File: src/design/pio_ports_map.svh
// Address map, field positions, reset values and timing counts of the parallel port block.
// Included by name from the package and the port module.
`ifndef PIO_PORTS_MAP_SVH
`define PIO_PORTS_MAP_SVH

`define PIO_ADDR_PORT0      8'h80
`define PIO_ADDR_PORT1      8'h90
`define PIO_ADDR_MODSEL     8'h9f
`define PIO_ADDR_PORT2      8'ha0
`define PIO_ADDR_CONFIG     8'haf
`define PIO_ADDR_PUDIS0     8'hb2
`define PIO_ADDR_PUDIS1     8'hb3
`define PIO_ADDR_PUDIS2     8'hb4

`define PIO_MODEN_BIT       4

`define PIO_LATCH_RST       8'hff
`define PIO_PUDIS_RST       8'h00
`define PIO_MODSEL_RST      8'h00
`define PIO_ZERO_BYTE       8'h00
`define PIO_ZERO_PINS       24'h000000
`define PIO_ONES_PINS       24'hffffff

`define PIO_NPINS           24
`define PIO_P0_LO           0
`define PIO_P0_HI           7
`define PIO_P1_LO           8
`define PIO_P1_HI           15
`define PIO_P2_LO           16
`define PIO_P2_HI           23

// Pin index (port * 8 + bit) for each modulation select bit
`define PIO_MODPIN_SEL7     14
`define PIO_MODPIN_SEL6     13
`define PIO_MODPIN_SEL5     19
`define PIO_MODPIN_SEL4     9
`define PIO_MODPIN_SEL3     2
`define PIO_MODPIN_SEL2     7
`define PIO_MODPIN_SEL1     5
`define PIO_MODPIN_SEL0     3

`define PIO_CLK_HZ          125000000
`define PIO_MOD_HZ          38000
`define PIO_HALF_CYCLES     (`PIO_CLK_HZ / (2 * `PIO_MOD_HZ))
`define PIO_DIV_W           11

`endif

File: src/design/pio_pkg.sv
// Types shared by the parallel port block.
// Assumes pio_ports_map.svh is on the include path.
`include "pio_ports_map.svh"

package pio_pkg;
	typedef logic [7:0]              pio_byte_t;
	typedef logic [`PIO_NPINS-1:0]   pio_pins_t;
	typedef logic [`PIO_DIV_W-1:0]   pio_div_t;
endpackage

File: src/design/pio_ports.sv
// Three 8-bit quasi-bidirectional ports with pull-up control and 38 kHz modulation.
// Assumes the processor issues one-cycle special-register strobes on the system clock.
// Behaviour
// - Every pin has its own switchable weak pull-up, all enabled after reset.
// - With pull-up off the pin is open drain: drives low or floats.
// - Per-port pull-up control register holds one control bit per pin.
// - Each port bit is a latch loaded from the data bus on write strobe.
// - Latch-read request returns stored latch values, not pin levels.
// - Pin-read request returns the sampled level present on each pin.
// - Instruction picks latch or pin read path; read-modify-write uses latch.
// - With pull-up on, latch 0 drives pin low and latch 1 releases it.
// - An enabled on-chip peripheral takes control of its pin from the port.
// - Modulated pin is driven with latch XOR 38 kHz square wave.
// - Global modulation enable is bit 4 of the configuration register.
// - Eight pins each have a modulation select bit; all reset to zero.
// - Select bits 7..4 map to port1 bit6, port1 bit5, port2 bit3, port1 bit1.
// - Select bits 3..0 map to port0 bit2, port0 bit7, port0 bit5, port0 bit3.
// - A set pull-up control bit disables that pull-up; reset value clears it.
// - Every port data latch bit resets to one, pins start released high.
`timescale 1ns/1ns
`include "pio_ports_map.svh"

module pio_ports (
	input  wire logic              clock,
	input  wire logic              reset_n,
	input  wire logic [7:0]        sfrAddr,
	input  wire logic [7:0]        sfrWrData,
	input  wire logic              sfrWrite,
	input  wire logic              sfrRead,
	input  wire logic              sfrReadLatch,
	output logic      [7:0]        sfrRdData,
	input  wire logic [23:0]       pinIn,
	output logic      [23:0]       pinOut,
	output logic      [23:0]       pinOe,
	output logic      [23:0]       pinPullupEn,
	input  wire logic [23:0]       periphEnable,
	input  wire logic [23:0]       periphOut,
	input  wire logic [23:0]       periphOe,
	output logic                   modWave
);

	pio_pkg::pio_byte_t   latch0_q;
	pio_pkg::pio_byte_t   latch1_q;
	pio_pkg::pio_byte_t   latch2_q;
	pio_pkg::pio_byte_t   puDis0_q;
	pio_pkg::pio_byte_t   puDis1_q;
	pio_pkg::pio_byte_t   puDis2_q;
	pio_pkg::pio_byte_t   modSel_q;
	logic                 modGlobalEn_q;
	pio_pkg::pio_pins_t   syncA_q;
	pio_pkg::pio_pins_t   syncB_q;
	pio_pkg::pio_pins_t   syncC_q;
	pio_pkg::pio_pins_t   pinSampled_q;
	pio_pkg::pio_div_t    divCount_q;
	logic                 sqWave_q;
	pio_pkg::pio_pins_t   latchAll;
	pio_pkg::pio_pins_t   modMask;
	pio_pkg::pio_pins_t   driveLevel;
	pio_pkg::pio_pins_t   oe_d;
	pio_pkg::pio_pins_t   out_d;
	pio_pkg::pio_byte_t   rd_d;
	pio_pkg::pio_pins_t   oe_q;
	pio_pkg::pio_pins_t   out_q;
	pio_pkg::pio_byte_t   rd_q;

	logic wrPort0;
	logic wrPort1;
	logic wrPort2;

	assign wrPort0 = sfrWrite && (sfrAddr == `PIO_ADDR_PORT0);
	assign wrPort1 = sfrWrite && (sfrAddr == `PIO_ADDR_PORT1);
	assign wrPort2 = sfrWrite && (sfrAddr == `PIO_ADDR_PORT2);

	// Port data latches
	always_ff @(posedge clock or negedge reset_n) begin
		if (!reset_n) begin
			latch0_q <= `PIO_LATCH_RST;
			latch1_q <= `PIO_LATCH_RST;
			latch2_q <= `PIO_LATCH_RST;
		end else begin
			if (wrPort0) begin
				latch0_q <= sfrWrData;
			end
			if (wrPort1) begin
				latch1_q <= sfrWrData;
			end
			if (wrPort2) begin
				latch2_q <= sfrWrData;
			end
		end
	end

	// Pull-up disable registers
	always_ff @(posedge clock or negedge reset_n) begin
		if (!reset_n) begin
			puDis0_q <= `PIO_PUDIS_RST;
			puDis1_q <= `PIO_PUDIS_RST;
			puDis2_q <= `PIO_PUDIS_RST;
		end else if (sfrWrite) begin
			if (sfrAddr == `PIO_ADDR_PUDIS0) begin
				puDis0_q <= sfrWrData;
			end
			if (sfrAddr == `PIO_ADDR_PUDIS1) begin
				puDis1_q <= sfrWrData;
			end
			if (sfrAddr == `PIO_ADDR_PUDIS2) begin
				puDis2_q <= sfrWrData;
			end
		end
	end

	assign pinPullupEn = ~{puDis2_q, puDis1_q, puDis0_q};

	// Modulation select and global enable
	always_ff @(posedge clock or negedge reset_n) begin
		if (!reset_n) begin
			modSel_q      <= `PIO_MODSEL_RST;
			modGlobalEn_q <= 1'b0;
		end else if (sfrWrite) begin
			if (sfrAddr == `PIO_ADDR_MODSEL) begin
				modSel_q <= sfrWrData;
			end
			if (sfrAddr == `PIO_ADDR_CONFIG) begin
				modGlobalEn_q <= sfrWrData[`PIO_MODEN_BIT];
			end
		end
	end

	// Select bit to pin mapping
	always_comb begin
		modMask = `PIO_ZERO_PINS;
		modMask[`PIO_MODPIN_SEL7] = modSel_q[7];
		modMask[`PIO_MODPIN_SEL6] = modSel_q[6];
		modMask[`PIO_MODPIN_SEL5] = modSel_q[5];
		modMask[`PIO_MODPIN_SEL4] = modSel_q[4];
		modMask[`PIO_MODPIN_SEL3] = modSel_q[3];
		modMask[`PIO_MODPIN_SEL2] = modSel_q[2];
		modMask[`PIO_MODPIN_SEL1] = modSel_q[1];
		modMask[`PIO_MODPIN_SEL0] = modSel_q[0];
		if (!modGlobalEn_q) begin
			modMask = `PIO_ZERO_PINS;
		end
	end

	// Free-running 38 kHz divider
	always_ff @(posedge clock or negedge reset_n) begin
		if (!reset_n) begin
			divCount_q <= '0;
			sqWave_q   <= 1'b0;
		end else if (divCount_q == `PIO_DIV_W'(`PIO_HALF_CYCLES - 1)) begin
			divCount_q <= '0;
			sqWave_q   <= ~sqWave_q;
		end else begin
			divCount_q <= divCount_q + `PIO_DIV_W'(1);
		end
	end

	assign modWave = sqWave_q;

	// Pin drive: port drives low only, pull-up or float releases high; an enabled peripheral drives its own level
	always_comb begin
		latchAll   = {latch2_q, latch1_q, latch0_q};
		driveLevel = latchAll ^ (modMask & {`PIO_NPINS{sqWave_q}});
		oe_d       = ~driveLevel;
		out_d      = `PIO_ZERO_PINS;
		oe_d       = (oe_d & ~periphEnable) | (periphOe & periphEnable);
		out_d      = (out_d & ~periphEnable) | (periphOut & periphEnable);
	end

	always_ff @(posedge clock or negedge reset_n) begin
		if (!reset_n) begin
			oe_q  <= `PIO_ZERO_PINS;
			out_q <= `PIO_ZERO_PINS;
		end else begin
			oe_q  <= oe_d;
			out_q <= out_d;
		end
	end

	assign pinOe  = oe_q;
	assign pinOut = out_q;

	// Pin sampling, change taken when second and third stage agree
	always_ff @(posedge clock or negedge reset_n) begin
		if (!reset_n) begin
			syncA_q      <= `PIO_ONES_PINS;
			syncB_q      <= `PIO_ONES_PINS;
			syncC_q      <= `PIO_ONES_PINS;
			pinSampled_q <= `PIO_ONES_PINS;
		end else begin
			syncA_q      <= pinIn;
			syncB_q      <= syncA_q;
			syncC_q      <= syncB_q;
			pinSampled_q <= (pinSampled_q & ~(syncB_q ^~ syncC_q)) | (syncC_q & (syncB_q ^~ syncC_q));
		end
	end

	// Read path
	always_comb begin
		rd_d = `PIO_ZERO_BYTE;
		case (sfrAddr)
			`PIO_ADDR_PORT0: begin
				rd_d = sfrReadLatch ? latch0_q : pinSampled_q[`PIO_P0_HI:`PIO_P0_LO];
			end
			`PIO_ADDR_PORT1: begin
				rd_d = sfrReadLatch ? latch1_q : pinSampled_q[`PIO_P1_HI:`PIO_P1_LO];
			end
			`PIO_ADDR_PORT2: begin
				rd_d = sfrReadLatch ? latch2_q : pinSampled_q[`PIO_P2_HI:`PIO_P2_LO];
			end
			`PIO_ADDR_MODSEL: begin
				rd_d = modSel_q;
			end
			`PIO_ADDR_CONFIG: begin
				rd_d[`PIO_MODEN_BIT] = modGlobalEn_q;
			end
			`PIO_ADDR_PUDIS0: begin
				rd_d = puDis0_q;
			end
			`PIO_ADDR_PUDIS1: begin
				rd_d = puDis1_q;
			end
			`PIO_ADDR_PUDIS2: begin
				rd_d = puDis2_q;
			end
			default: begin
				rd_d = `PIO_ZERO_BYTE;
			end
		endcase
	end

	always_ff @(posedge clock or negedge reset_n) begin
		if (!reset_n) begin
			rd_q <= `PIO_ZERO_BYTE;
		end else if (sfrRead) begin
			rd_q <= rd_d;
		end
	end

	assign sfrRdData = rd_q;

	chk_latch_write: assert property (@(posedge clock) disable iff (!reset_n)
		wrPort1 |=> latch1_q == $past(sfrWrData)) else $error("port latch did not capture write data");

	chk_latch_read: assert property (@(posedge clock) disable iff (!reset_n)
		sfrRead && sfrReadLatch && sfrAddr == `PIO_ADDR_PORT0 |=> sfrRdData == $past(latch0_q))
		else $error("latch read returned wrong value");

	chk_pin_read: assert property (@(posedge clock) disable iff (!reset_n)
		sfrRead && !sfrReadLatch && sfrAddr == `PIO_ADDR_PORT1
		|=> sfrRdData == $past(pinSampled_q[`PIO_P1_HI:`PIO_P1_LO]))
		else $error("pin read returned wrong value");

	chk_pullup_write: assert property (@(posedge clock) disable iff (!reset_n)
		sfrWrite && sfrAddr == `PIO_ADDR_PUDIS0 |=> pinPullupEn[`PIO_P0_HI:`PIO_P0_LO] == ~$past(sfrWrData))
		else $error("pull-up enable does not follow disable register");

	chk_drive_low: assert property (@(posedge clock) disable iff (!reset_n)
		wrPort0 && !sfrWrData[0] && !periphEnable[0] ##1 !periphEnable[0] |=> pinOe[0] && !pinOut[0])
		else $error("latch zero did not drive pin low");

	chk_release_high: assert property (@(posedge clock) disable iff (!reset_n)
		latch0_q[1] && !periphEnable[1] |=> !pinOe[1]) else $error("released pin still driven");

	chk_periph_owns: assert property (@(posedge clock) disable iff (!reset_n)
		periphEnable[4] |=> pinOe[4] == $past(periphOe[4]) && pinOut[4] == $past(periphOut[4]))
		else $error("peripheral does not own its pin");

	chk_mod_xor: assert property (@(posedge clock) disable iff (!reset_n)
		modGlobalEn_q && modSel_q[7] && !latchAll[`PIO_MODPIN_SEL7] && !periphEnable[`PIO_MODPIN_SEL7]
		|=> pinOe[`PIO_MODPIN_SEL7] == !$past(sqWave_q))
		else $error("modulated pin does not follow square wave");

	chk_mod_gated: assert property (@(posedge clock) disable iff (!reset_n)
		!modGlobalEn_q && !periphEnable[3] |=> pinOe[3] == !$past(latch0_q[3]))
		else $error("pin modulated while global enable is off");

	chk_wave_period: assert property (@(posedge clock) disable iff (!reset_n)
		$changed(sqWave_q) |-> $past(divCount_q) == `PIO_DIV_W'(`PIO_HALF_CYCLES - 1))
		else $error("square wave toggled off its half period");

	chk_modsel_map: assert property (@(posedge clock) disable iff (!reset_n)
		modGlobalEn_q |-> modMask[`PIO_MODPIN_SEL5] == modSel_q[5] && modMask[`PIO_MODPIN_SEL7] == modSel_q[7])
		else $error("modulation select mapped to wrong pin");

	chk_latch_hold: assert property (@(posedge clock) disable iff (!reset_n)
		!wrPort0 && !wrPort2 |=> $stable(latch0_q) && $stable(latch2_q))
		else $error("port latch changed without a write");

	chk_port2_latch_write: assert property (@(posedge clock) disable iff (!reset_n)
		wrPort2 |=> latch2_q == $past(sfrWrData))
		else $error("port two latch did not capture write data");

	chk_port1_latch_read: assert property (@(posedge clock) disable iff (!reset_n)
		sfrRead && sfrReadLatch && sfrAddr == `PIO_ADDR_PORT1 |=> sfrRdData == $past(latch1_q))
		else $error("port one latch read returned wrong value");

	chk_port0_pin_read: assert property (@(posedge clock) disable iff (!reset_n)
		sfrRead && !sfrReadLatch && sfrAddr == `PIO_ADDR_PORT0
		|=> sfrRdData == $past(pinSampled_q[`PIO_P0_HI:`PIO_P0_LO]))
		else $error("port zero pin read returned wrong value");

	chk_sample_take: assert property (@(posedge clock) disable iff (!reset_n)
		syncB_q == syncC_q |=> pinSampled_q == $past(syncC_q))
		else $error("agreed pin level was not taken");

	chk_sample_hold: assert property (@(posedge clock) disable iff (!reset_n)
		syncB_q[`PIO_P1_LO] != syncC_q[`PIO_P1_LO] |=> $stable(pinSampled_q[`PIO_P1_LO]))
		else $error("pin sample moved before the stages agreed");

	chk_pullup_port1: assert property (@(posedge clock) disable iff (!reset_n)
		sfrWrite && sfrAddr == `PIO_ADDR_PUDIS1 |=> pinPullupEn[`PIO_P1_HI:`PIO_P1_LO] == ~$past(sfrWrData))
		else $error("port one pull-up does not follow its register");

	chk_pullup_port2: assert property (@(posedge clock) disable iff (!reset_n)
		sfrWrite && sfrAddr == `PIO_ADDR_PUDIS2 |=> pinPullupEn[`PIO_P2_HI:`PIO_P2_LO] == ~$past(sfrWrData))
		else $error("port two pull-up does not follow its register");

	chk_pullup_hold: assert property (@(posedge clock) disable iff (!reset_n)
		!sfrWrite |=> $stable(pinPullupEn))
		else $error("pull-up changed without a write");

	chk_global_write: assert property (@(posedge clock) disable iff (!reset_n)
		sfrWrite && sfrAddr == `PIO_ADDR_CONFIG |=> modGlobalEn_q == $past(sfrWrData[`PIO_MODEN_BIT]))
		else $error("global modulation enable not taken from its bit");

	chk_config_read: assert property (@(posedge clock) disable iff (!reset_n)
		sfrRead && sfrAddr == `PIO_ADDR_CONFIG
		|=> sfrRdData == (pio_pkg::pio_byte_t'($past(modGlobalEn_q)) << `PIO_MODEN_BIT))
		else $error("configuration read shows more than the enable bit");

	chk_modsel_write: assert property (@(posedge clock) disable iff (!reset_n)
		sfrWrite && sfrAddr == `PIO_ADDR_MODSEL |=> modSel_q == $past(sfrWrData))
		else $error("modulation select not taken from write data");

	chk_sel5_drive: assert property (@(posedge clock) disable iff (!reset_n)
		modGlobalEn_q && modSel_q[5] && latchAll[`PIO_MODPIN_SEL5] && !periphEnable[`PIO_MODPIN_SEL5]
		|=> pinOe[`PIO_MODPIN_SEL5] == $past(sqWave_q))
		else $error("select bit five does not modulate its pin");

	chk_sel3_drive: assert property (@(posedge clock) disable iff (!reset_n)
		modGlobalEn_q && modSel_q[3] && latchAll[`PIO_MODPIN_SEL3] && !periphEnable[`PIO_MODPIN_SEL3]
		|=> pinOe[`PIO_MODPIN_SEL3] == $past(sqWave_q))
		else $error("select bit three does not modulate its pin");

	chk_unselected_pins: assert property (@(posedge clock) disable iff (!reset_n)
		modSel_q == `PIO_ZERO_BYTE && periphEnable == `PIO_ZERO_PINS |=> pinOe == ~$past(latchAll))
		else $error("pin drive differs from latch without modulation");

	chk_div_wrap: assert property (@(posedge clock) disable iff (!reset_n)
		divCount_q == `PIO_DIV_W'(`PIO_HALF_CYCLES - 1) |=> divCount_q == `PIO_DIV_W'(0))
		else $error("divider did not wrap at its half period");

	chk_div_count: assert property (@(posedge clock) disable iff (!reset_n)
		divCount_q != `PIO_DIV_W'(`PIO_HALF_CYCLES - 1)
		|=> divCount_q == $past(divCount_q) + `PIO_DIV_W'(1) && $stable(sqWave_q))
		else $error("divider skipped a count or wave toggled early");

	chk_gpio_low_only: assert property (@(posedge clock) disable iff (!reset_n)
		periphEnable == `PIO_ZERO_PINS |=> pinOut == `PIO_ZERO_PINS)
		else $error("general purpose pin driven high");

endmodule

File: config.mk
export PLATFORM = sky130hd
export DESIGN_NAME = pio_ports
export DESIGN_NICKNAME = d
export VERILOG_FILES = /design/src/design/pio_pkg.sv /design/src/design/pio_ports.sv
export VERILOG_INCLUDE_DIRS = /design/src /design/src/design
export SDC_FILE = /design/constraint.sdc
export NUM_CORES = 1
export LEC_CHECK = 0
export ABC_AREA = 1
export BUFFER_PORTS_ARGS = -buffer_cell sky130_fd_sc_hd__clkbuf_2
export CORE_MARGIN = 10
export CORE_UTILIZATION = 50
export CTS_BUF_LIST = sky130_fd_sc_hd__clkbuf_2 sky130_fd_sc_hd__clkbuf_4 sky130_fd_sc_hd__clkbuf_8
export CTS_CLUSTER_DIAMETER = 100
export DETAILED_ROUTE_END_ITERATION = 16
export HOLD_SLACK_MARGIN = 0.05
export PLACE_DENSITY = 0.77
export SLEW_MARGIN = 5
export SYNTH_ARGS = -nofsm -noshare
export SYNTH_HDL_FRONTEND = slang
export SYNTH_SLANG_ARGS = --single-unit
File: constraint.sdc
create_clock -name clock -period 2 [get_ports clock]
set_clock_uncertainty 0.2 [all_clocks]
set_input_delay 0.1 -clock clock [delete_from_list [all_inputs] [get_ports clock]]
set_output_delay 0.1 -clock clock [all_outputs]
set_load 0.01 [all_outputs]
==> metrics.yaml, run 1 <==
drt:
  viasPerCell: 4.988
  firstDrtPassIters: 5
  via_count: 7601
  routed_wl_mm: 26.69
  wl_per_cell_um: 17.51
  remaining_drc_errors: 0
  ant_nets: 0
  first_iter_violations: 497
placement:
  gp_congestion: 0.9015
  dp_cells: 1240
  dp_hpwl_mm: 16.62
  io_buffers: 197
setup_path:
  worstPathArrival_ns: 2.16
  worstSetupEndpointType: "register"
  timing.rr.end: "pinOe[14]"
  worst-path-max-fanout: 8
  crit_path_start_kind: "register"
  rrSetupSlack_ns: 0.03
  startpoint: "modGlobalEn_q"
  reg2reg_depth: 5
  crit_end: "pinOe[14]"
  required_ns: 2.19
  crit_type: "register to register"
  r2r_start: "modGlobalEn_q"
synth:
  syn_area_per_cell_um2: 10.59
  synthesis.area_mm2: 0.008768
  synth_cell_types: 36
  synth_seq_cells: 221
  synth_area_leaders: "dfstp_2 36%, dfrtp_1 29%, nand2_1 10%"
  synth_edf_count: 0
  yosys_warnings: 0
  synthArstFlopShare_pct: 100.0
  yosysMostFrequentCell: "nand2_1"
  synth_top_flop_cell: "dfstp_2"
  synth_area_leader_cell: "dfstp_2"
  syn_nets: 946
  synthTopCellsByCount: "240 x nand2_1, 120 x dfstp_2, 101 x dfrtp_1, 85 x inv_1, 75 x o21ai_0"
  ys_seq_area_share_pct: 64.78
  synth_top_area_share_pct: 35.96
  syn_inst: 828
finish:
  layout.cells.non_filler: 1524
  syn2layout_area_growth_pct: 48.37
  drive_gt1_share_pct: 34.59
  fin_nets: 1389
timing:
  rsz0062_at_grt: "yes"
  drv_slew: 0
  tightest_slew_ns: 0.6547
  clock.fmax_mhz: 507.9
  finalCriticalPeriod_ns: 1.969
  setup_violations: 0
  finalHoldViolCount: 0
  slew_headroom_pct: 56.30
  finalCritPeriodShare_pct: 98.45
  fin_hold_ws_ns: 0.08211
clocking:
  cts_tree: "yes"
  cts_max_level: 2
  cts.clk_slew.worst_paths_ns: 0.06
  cts.root.buffer_cell: "clkbuf_8"
  clockBufferDepth: 3
  clk_latency_ns: 0.53
  clock_sinks: 221
  numCtsBuffers: 37
pwr:
  pwr-share-seq_pct: 47.8
  finalPower_mw: 10.47
  power.density_mw_per_mm2: 805.1
  combPwrFrac_pct: 10.4
  p_int_mw: 8.013
  switchingPower_mw: 2.462
  p_leak_nw: 6.394
  peakVddDrop_mv: 0.5837
  p_clk_share_pct: 41.7
  swShare_pct: 23.50
global_routing:
  grt_max_degree: 47
  grt_antenna_before_repair: 1
  overflow: 0
  grt_use_total_pct: 22.00
  grt_pass1_vias: 7915
  grt_pass1_wl_mm: 42.02
run:
  cap_violations: 0
floorplanning:
  rows: 48
  die_w_um: 152.4
  coreArea_mm2: 0.01724
  top_level_ports: 198
  initial_core_util_pct: 50.87
  fp.dieArea_mm2: 0.02323
  die_h_um: 152.4
hold_path:
  hold_path.class: "primary input to register"
  hold_depth: 5
run_status:
  status: "finished clean"
[worst min-delay path by stage]
stage               slack (ns)            end  startpoint
floorplan                -0.40  divCount_q[0]     reset_n
global placement         -0.07     pinOut[21]     reset_n
detailed placement       -0.07     pinOut[21]     reset_n
CTS                      -0.02    puDis0_q[5]  sfrAddr[1]
global route              0.07    latch0_q[6]  sfrAddr[7]
finish                    0.08    latch0_q[6]  sfrAddr[7]
[per-stage QoR]
step | utilization [%] | setup TNS, ns | setup slack, ns | cell area, um^2
6_report | 75.48 | 0 | 0.03098 | 13010
5_1_grt | 75.46 | -0.1461 | -0.03688 | 13010
4_1_cts | 74.54 | 0 | 0.006412 | 12850
3_5_place_dp | 57.80 | 0 | 0.3574 | 9962
3_3_place_gp | 57.80 | 0 | 0.4338 | 9962
2_1_floorplan | - | 0 | 0.4952 | 8768
[per-layer routing]
metal	wire [um]	vias up	GRT usage (%)
li1	-	3500	-
met1	10630	3674	26.94
met2	13400	373	37.60
met3	2049	54	4.996
met4	612	0	7.312
met5	0	-	0
[worst max-delay path, stage by stage (launching register included)]
cell	delay [ns]
dfrtp_1	0.39
nand2_2	0.13
nor2_1	0.17
xor2_1	0.25
o21ai_0	0.12
dlygate4sd3_1	0.58
[final cells by class]
class | count | area [um^2]
Tap cell | 225 | 281.5
Clock buffer | 58 | 742.0
Sequential cell | 221 | 5680
Timing Repair Buffer | 423 | 3303
Multi-Input combinational cell | 498 | 2567
Fill cell | 1053 | 4227
Inverter | 90 | 340.3
Antenna cell | 1 | 2.502
Clock inverter | 8 | 92.59
[layout by cell type (no fill, tap or decap), types with 2 or more instances in the layout]
cell type      count
nand2_1          239
dlygate4sd3_1    203
clkbuf_2         195
dfstp_2          120
dfrtp_1          101
inv_1             85
o21ai_0           73
clkbuf_8          50
nand3_1           45
nor2_1            40
maj3_1            24
buf_4             15
xor2_1            12
nand3_2           11
clkbuf_4           9
nor2_4             8
o21ai_1            8
a21boi_0           6
buf_12             6
nor2_2             5
nand2_2            5
clkinv_2           5
inv_2              4
nand4_1            3
nor2_8             3
nor3_1             2
a21oi_1            2
xnor2_1            2
nand2_4            2
nand3_4            2
bufinv_16          2
[cell families (layout without fill, tap and decap cells)]
logic type / count (synthesis) / count (layout) / share of synthesized area, %
AO/OA/AOI/OAI: 91 / 91 / 5.394
XOR/XNOR: 14 / 14 / 1.398
adder cells (fa/ha/maj): 25 / 25 / 2.882
buffers and inverters: 110 / 579 / 6.107
flip-flops: 221 / 221 / 64.78
other: 0 / 1 / 0
AND/OR/NAND/NOR: 367 / 368 / 19.44
[repair_timing]
item,in CTS,in global routing
setup endpoints to repair,0,30
hold endpoints to repair,338,1
resized for setup,0,7
setup buffers,0,11
hold buffers,204,1
[power by group through the flow]
stage	logic, mW	registers (mW)	clock network, mW
final	1.09	5.01	4.37
after global placement	0.736	5.06	0
after detailed placement	0.757	5.07	0
after floorplan	0.313	5.04	0
after CTS	1.06	5.00	4.44
after global routing	1.20	5.03	4.67
Note: power is estimated with default switching activity, not from simulation.
==> inputs of run 2 (changes only) <==
Settings changed: CORE_ASPECT_RATIO from default to 0.9, PLACE_DENSITY 0.77 to default, PLACE_DENSITY_LB_ADDON from default to 0.08.
==> run 2 against run 1 <==
Design area shrank 1.5%. Flip-flop and latch count is the same. Highest routed layer unchanged. Non-clock buffer count shrank 8.
==> metrics.yaml, run 2 (synthesized netlist as in run 1, its figures left out) <==
pwr:
  finalPower_mw: 10.05  # -4.1%
  switchingPower_mw: 2.386  # -3.1%
  peakVddDrop_mv: 0.5178  # -11%
  p_int_mw: 7.663  # -4.4%
  p_leak_nw: 6.294  # -1.6%
  power.density_mw_per_mm2: 783.9  # -2.6%
  pwr-share-seq_pct: 49.8  # +2.0 points
  combPwrFrac_pct: 10.9  # +0.5 points
  swShare_pct: 23.75  # +0.25 points
  p_clk_share_pct: 39.3  # -2.4 points
setup_path:
  rrSetupSlack_ns: 0.30  # +0.27 ns
  timing.rr.end: "pinOe[14]"
  required_ns: 2.23  # +0.04 ns
  crit_path_start_kind: "primary input"
  worst-path-max-fanout: 6  # -2
  reg2reg_depth: 4  # -1
  worstPathArrival_ns: 2.19  # +0.03 ns
  r2r_start: "modWave"
  crit_type: "primary input to register"
  worstSetupEndpointType: "register"
finish:
  design_area_mm2: 0.01282  # -1.5%
  multiInputGateArea_mm2: 0.002552  # -0.58%
  utilization_pct: 75.14  # -0.33 points
  fin_nets: 1379  # -0.72%
  layout_common_cells: "240 x nand2_1, 193 x clkbuf_2, 192 x dlygate4sd3_1"
  layout.cells.non_filler: 1520  # -0.26%
  seq_area_mm2: 0.005680  # unchanged
  syn2layout_area_growth_pct: 46.20
  num-fill-cells: 1122  # +6.6%
  diodes: 0  # -1
  drive_gt1_share_pct: 34.55  # -0.039 points
  layout_commonest_cell: "nand2_1"
timing:
  finalHoldViolCount: 0  # unchanged
  tightest_slew_ns: 0.6771  # +0.02238 ns
  fin_hold_ws_ns: 0.009282  # -0.07282 ns
  finalSetupTns_ns: 0  # unchanged
  clock.fmax_mhz: 510.6  # +0.53%
  finalCriticalPeriod_ns: 1.959  # -0.01041 ns
  drv_slew: 0  # unchanged
  fin_ws_ns: 0.04140  # +0.01041 ns
  setup_violations: 0  # unchanged
  finalCritPeriodShare_pct: 97.93  # -0.52 points
  slew_headroom_pct: 54.81  # -1.5 points
floorplanning:
  die_h_um: 145.6  # -4.5%
  initial_core_util_pct: 51.40  # +0.53 points
  rows: 45  # -6.3%
  coreArea_mm2: 0.01706  # -1.0%
  die_w_um: 159.6  # +4.7%
  top_level_ports: 198  # unchanged
  fp.dieArea_mm2: 0.02324  # about the same
global_routing:
  grt_use_total_pct: 23.23  # +1.2 points
  grt_pass1_vias: 7966  # +0.64%
  grt_antenna_before_repair: 0  # -1
  grt_max_degree: 48  # +2.1%
  grt_pass1_wl_mm: 43.45  # +3.4%
  overflow: 0  # unchanged
clocking:
  cts_max_level: 2  # unchanged
  numCtsBuffers: 36  # -2.7%
  cts.clk_slew.worst_paths_ns: 0.06  # about the same
  cts.root.buffer_cell: "clkbuf_8"
  clock_sinks: 221  # unchanged
  clockBufferDepth: 3  # unchanged
  cts_tree: "yes"
  clk_latency_ns: 0.51  # -0.02 ns
placement:
  io_buffers: 197  # unchanged
  gp_congestion: 0.8782  # -2.6%
  dp_hpwl_mm: 17.00  # +2.3%
  pre_cts_ws_ns: 0.2979  # -0.05947 ns
  dp_cells: 1250  # +0.81%
  placed_cell_area_mm2: 0.009987  # +0.25%
hold_path:
  hold_depth: 6  # +1
  hold_end: "puDis2_q[4]"
  hold_path.class: "primary input to register"
  holdCritStartpoint: "sfrAddr[7]"
drt:
  remaining_drc_errors: 0  # unchanged
  ant_nets: 0  # unchanged
  via_count: 7483  # -1.6%
  routed_wl_mm: 27.21  # +1.9%
  firstDrtPassIters: 5  # unchanged
  viasPerCell: 4.923  # -1.3%
  wl_per_cell_um: 17.90  # +2.2%
  first_iter_violations: 554  # +11%
run:
  cap_violations: 0  # unchanged
run_status:
  status: "finished clean"
[run 2: cell types whose count changed in the layout (fill, tap and decap cells not counted), moves of 4 or more]
cell,delta
clkinv_2,-4
clkbuf_8,-5
dlygate4sd3_1,-11
buf_4,+6
clkbuf_4,+7
[run 2: worst max-delay path by stage]
stage / startpoint / to / cells after the start
2_1_floorplan: divCount_q[0] / divCount_q[8] / 7
3_3_place_gp: divCount_q[0] / divCount_q[10] / 7
3_5_place_dp: divCount_q[0] / divCount_q[10] / 7
4_1_cts: sfrAddr[3] / puDis2_q[2] / 10
5_1_grt: sfrAddr[2] / puDis1_q[2] / 11
6_report: sfrAddr[2] / puDis1_q[1] / 11
[run 2: area by class of cell]
type	instances	share of cell area, %
repair buffers	415	25.05
well taps	235	2.294
inverters	90	2.674
clock buffers	60	5.661
clock inverters	2	0.09760
multi-input cells	497	19.91
flip-flops and latches	221	44.31
[run 2: critical path: stages]
cell and delay (ns):
dlygate4sd3_1 0.53, clkbuf_2 0.12, inv_2 0.06, nand2_4 0.09, nor2_4 0.18, nand2_2 0.09
nor2_4 0.18, buf_4 0.16, nand2_1 0.04, dlygate4sd3_1 0.55, o21ai_0 0.07
[run 2: power groups by stage]
stage	clock network [mW]	registers [mW]	logic (mW)
after floorplan	0	5.04	0.313
after detailed placement	0	5.07	0.772
final	3.95	5.00	1.10
after CTS	4.03	5.00	1.06
after global placement	0	5.06	0.760
after global routing	4.25	5.03	1.20
[run 2: what timing repair did]
item,4_1_cts,5_1_grt
hold buffers,193,1
gates resized for setup,0,2
endpoints found under the setup margin,0,11
buffers inserted,0,17
endpoints found under the hold margin,358,2
[run 2: routing by layer]
layer  share of wire (%)  vias to the layer above  global-route usage, %
met1                  43                     3630                  30.11
met5                   0                        -                      0
met3                 7.2                       56                  5.507
met4                 2.5                        0                  7.407
met2                  47                      318                  37.67
li1                    -                     3479                      -
==> inputs of run 3 (changes only) <==
Settings changed: CORE_ASPECT_RATIO 0.9 to 0.6, CTS_CLUSTER_DIAMETER 100 to default, SETUP_SLACK_MARGIN from default to 0.15.
==> run 3 against run 2 <==
Sequential share of layout area is 0.59 points higher. Largest cell class unchanged. Die area grew 0.71%. Clock power grew 2%. Non-clock buffer count fell by 19. Utilization is 1.5 points lower. Routed wire length down 5.5%. Maximum frequency increased by 8.7%. Flip-flop and latch count is the same.
==> metrics.yaml, run 3 (synthesized netlist as in run 1, its figures left out) <==
timing:
  slew_headroom_pct: 69.66  # +15 points
  finalSetupTns_ns: 0  # unchanged
  finalCriticalPeriod_ns: 1.801  # -0.1576 ns
  rsz0062_at_grt: "no"
  tightest_slew_ns: 0.4536  # -0.2235 ns
  fin_hold_ws_ns: 0.06585  # +0.05657 ns
  setup_violations: 0  # unchanged
  finalCritPeriodShare_pct: 90.05  # -7.9 points
  clock.fmax_mhz: 555.2  # +8.7%
  drv_slew: 0  # unchanged
  finalHoldViolCount: 0  # unchanged
floorplanning:
  initial_core_util_pct: 51.05  # -0.34 points
  top_level_ports: 198  # unchanged
  rows: 37  # -18%
  fp.dieArea_mm2: 0.02341  # +0.71%
  die_w_um: 191.0  # +20%
  coreArea_mm2: 0.01718  # +0.67%
  die_h_um: 122.6  # -16%
finish:
  syn2layout_area_growth_pct: 44.28
  utilization_pct: 73.66  # -1.5 points
  drive_gt1_share_pct: 34.02  # -0.54 points
  layout_common_cells: "240 x nand2_1, 196 x clkbuf_2, 189 x dlygate4sd3_1"
  fin_nets: 1359  # -1.5%
  layout_commonest_cell: "nand2_1"
drt:
  wl_per_cell_um: 17.11  # -4.4%
  first_iter_violations: 528  # -4.7%
  viasPerCell: 4.794  # -2.6%
  via_count: 7200  # -3.8%
  remaining_drc_errors: 0  # unchanged
  firstDrtPassIters: 5  # unchanged
  routed_wl_mm: 25.70  # -5.5%
  ant_nets: 0  # unchanged
global_routing:
  grt_antenna_before_repair: 3  # +3
  grt_pass1_wl_mm: 41.37  # -4.8%
  grt_max_degree: 55  # +15%
  grt_use_total_pct: 22.22  # -1.0 points
  overflow: 0  # unchanged
  grt_pass1_vias: 7511  # -5.7%
placement:
  gp_congestion: 0.8448  # -3.8%
  dp_hpwl_mm: 16.32  # -4.0%
  io_buffers: 197  # unchanged
hold_path:
  hold_path.class: "primary input to register"
clocking:
  clockBufferDepth: 3  # unchanged
  cts_max_level: 2  # unchanged
  clk_latency_ns: 0.50  # about the same
  clock_sinks: 221  # unchanged
  cts_tree: "yes"
  cts.clk_slew.worst_paths_ns: 0.06  # about the same
  post_cts_buffers: 0  # unchanged
  cts.root.buffer_cell: "clkbuf_8"
  numCtsBuffers: 34  # -5.6%
setup_path:
  worstSetupEndpointType: "register"
  worst-path-max-fanout: 1  # -5
  worstPathArrival_ns: 1.97  # -0.22 ns
  crit_type: "primary input to register"
  required_ns: 2.17  # -0.06 ns
  crit_path_start_kind: "primary input"
run:
  cap_violations: 0  # unchanged
pwr:
  peakVddDrop_mv: 0.4593  # -11%
  finalPower_mw: 10.10  # +0.49%
  power.density_mw_per_mm2: 798.2  # +1.8%
  p_leak_nw: 6.230  # -1.0%
run_status:
  status: "finished clean"
-- run 3: cell count changes in the layout (fill, tap and decap cells not counted), sizes merged --
cell          before  now
dlygate4sd3      192  189
nor2              55   56
clkbuf           254  256
dlymetal6s4s       1    0
bufinv             0    1
clkinvlp           1    0
buf               28   11
diode              0    1
-- run 3: routing by layer --
layer / global-route usage [%] / routed length [um] / vias up
li1: - / - / 3446
met1: 30.29 / 11630 / 3477
met2: 34.74 / 11670 / 250
met3: 6.799 / 2169 / 25
met4: 4.212 / 218 / 2
met5: 0 / 13 / -
-- run 3: worst paths after layout --
check                              start             to  slack [ns]  depth (start not counted)
max reg2reg                divCount_q[0]  divCount_q[8]        0.34                          7
min in group asynchronous        reset_n     syncB_q[4]        0.11                          2
max in group asynchronous        reset_n     pinOut[17]        0.57                          3
max                         periphOe[17]      pinOe[17]        0.20                          6
min                            pinIn[22]    syncA_q[22]        0.07                          2
min reg2reg                  syncA_q[21]    syncB_q[21]        0.16                          0
-- run 3: what timing repair did --
item | CTS | global route
endpoints found under the hold margin | 358 | 3
hold buffers | 189 | 3
endpoints found under the setup margin | 0 | 17
resized for setup | 0 | 3
-- run 3: critical path: stages --
cell	delay, ns
dlygate4sd3_1	0.54
clkbuf_2	0.10
nand2_1	0.06
dlygate4sd3_1	0.55
o21ai_0	0.08
dlygate4sd3_1	0.55
-- run 3: area by class of cell --
type	instances	area (um^2)
multi-input combinational	498	2574
fill	1211	4524
clock buffer	60	713.2
inverter	90	340.3
tap	234	292.8
clock inverter	2	35.03
timing repair buffer	396	3013
sequential	221	5680
antenna	1	2.502
-- run 3: through the flow --
step                cells  worst slack [ns]  cell area [um^2]
floorplan             828            0.4952              8768
global placement     1249            0.3764              9987
detailed placement   1249            0.3234              9987
CTS                  1500            0.2170             12630
global route         1502            0.1524             12650
finish               1502            0.1990             12650
-- run 3: report_power, final --
part           internal [mW]  total [mW]  switching, mW
clock                   2.36        4.02           1.66
combinational          0.531        1.08          0.548
sequential              4.85        5.00          0.150
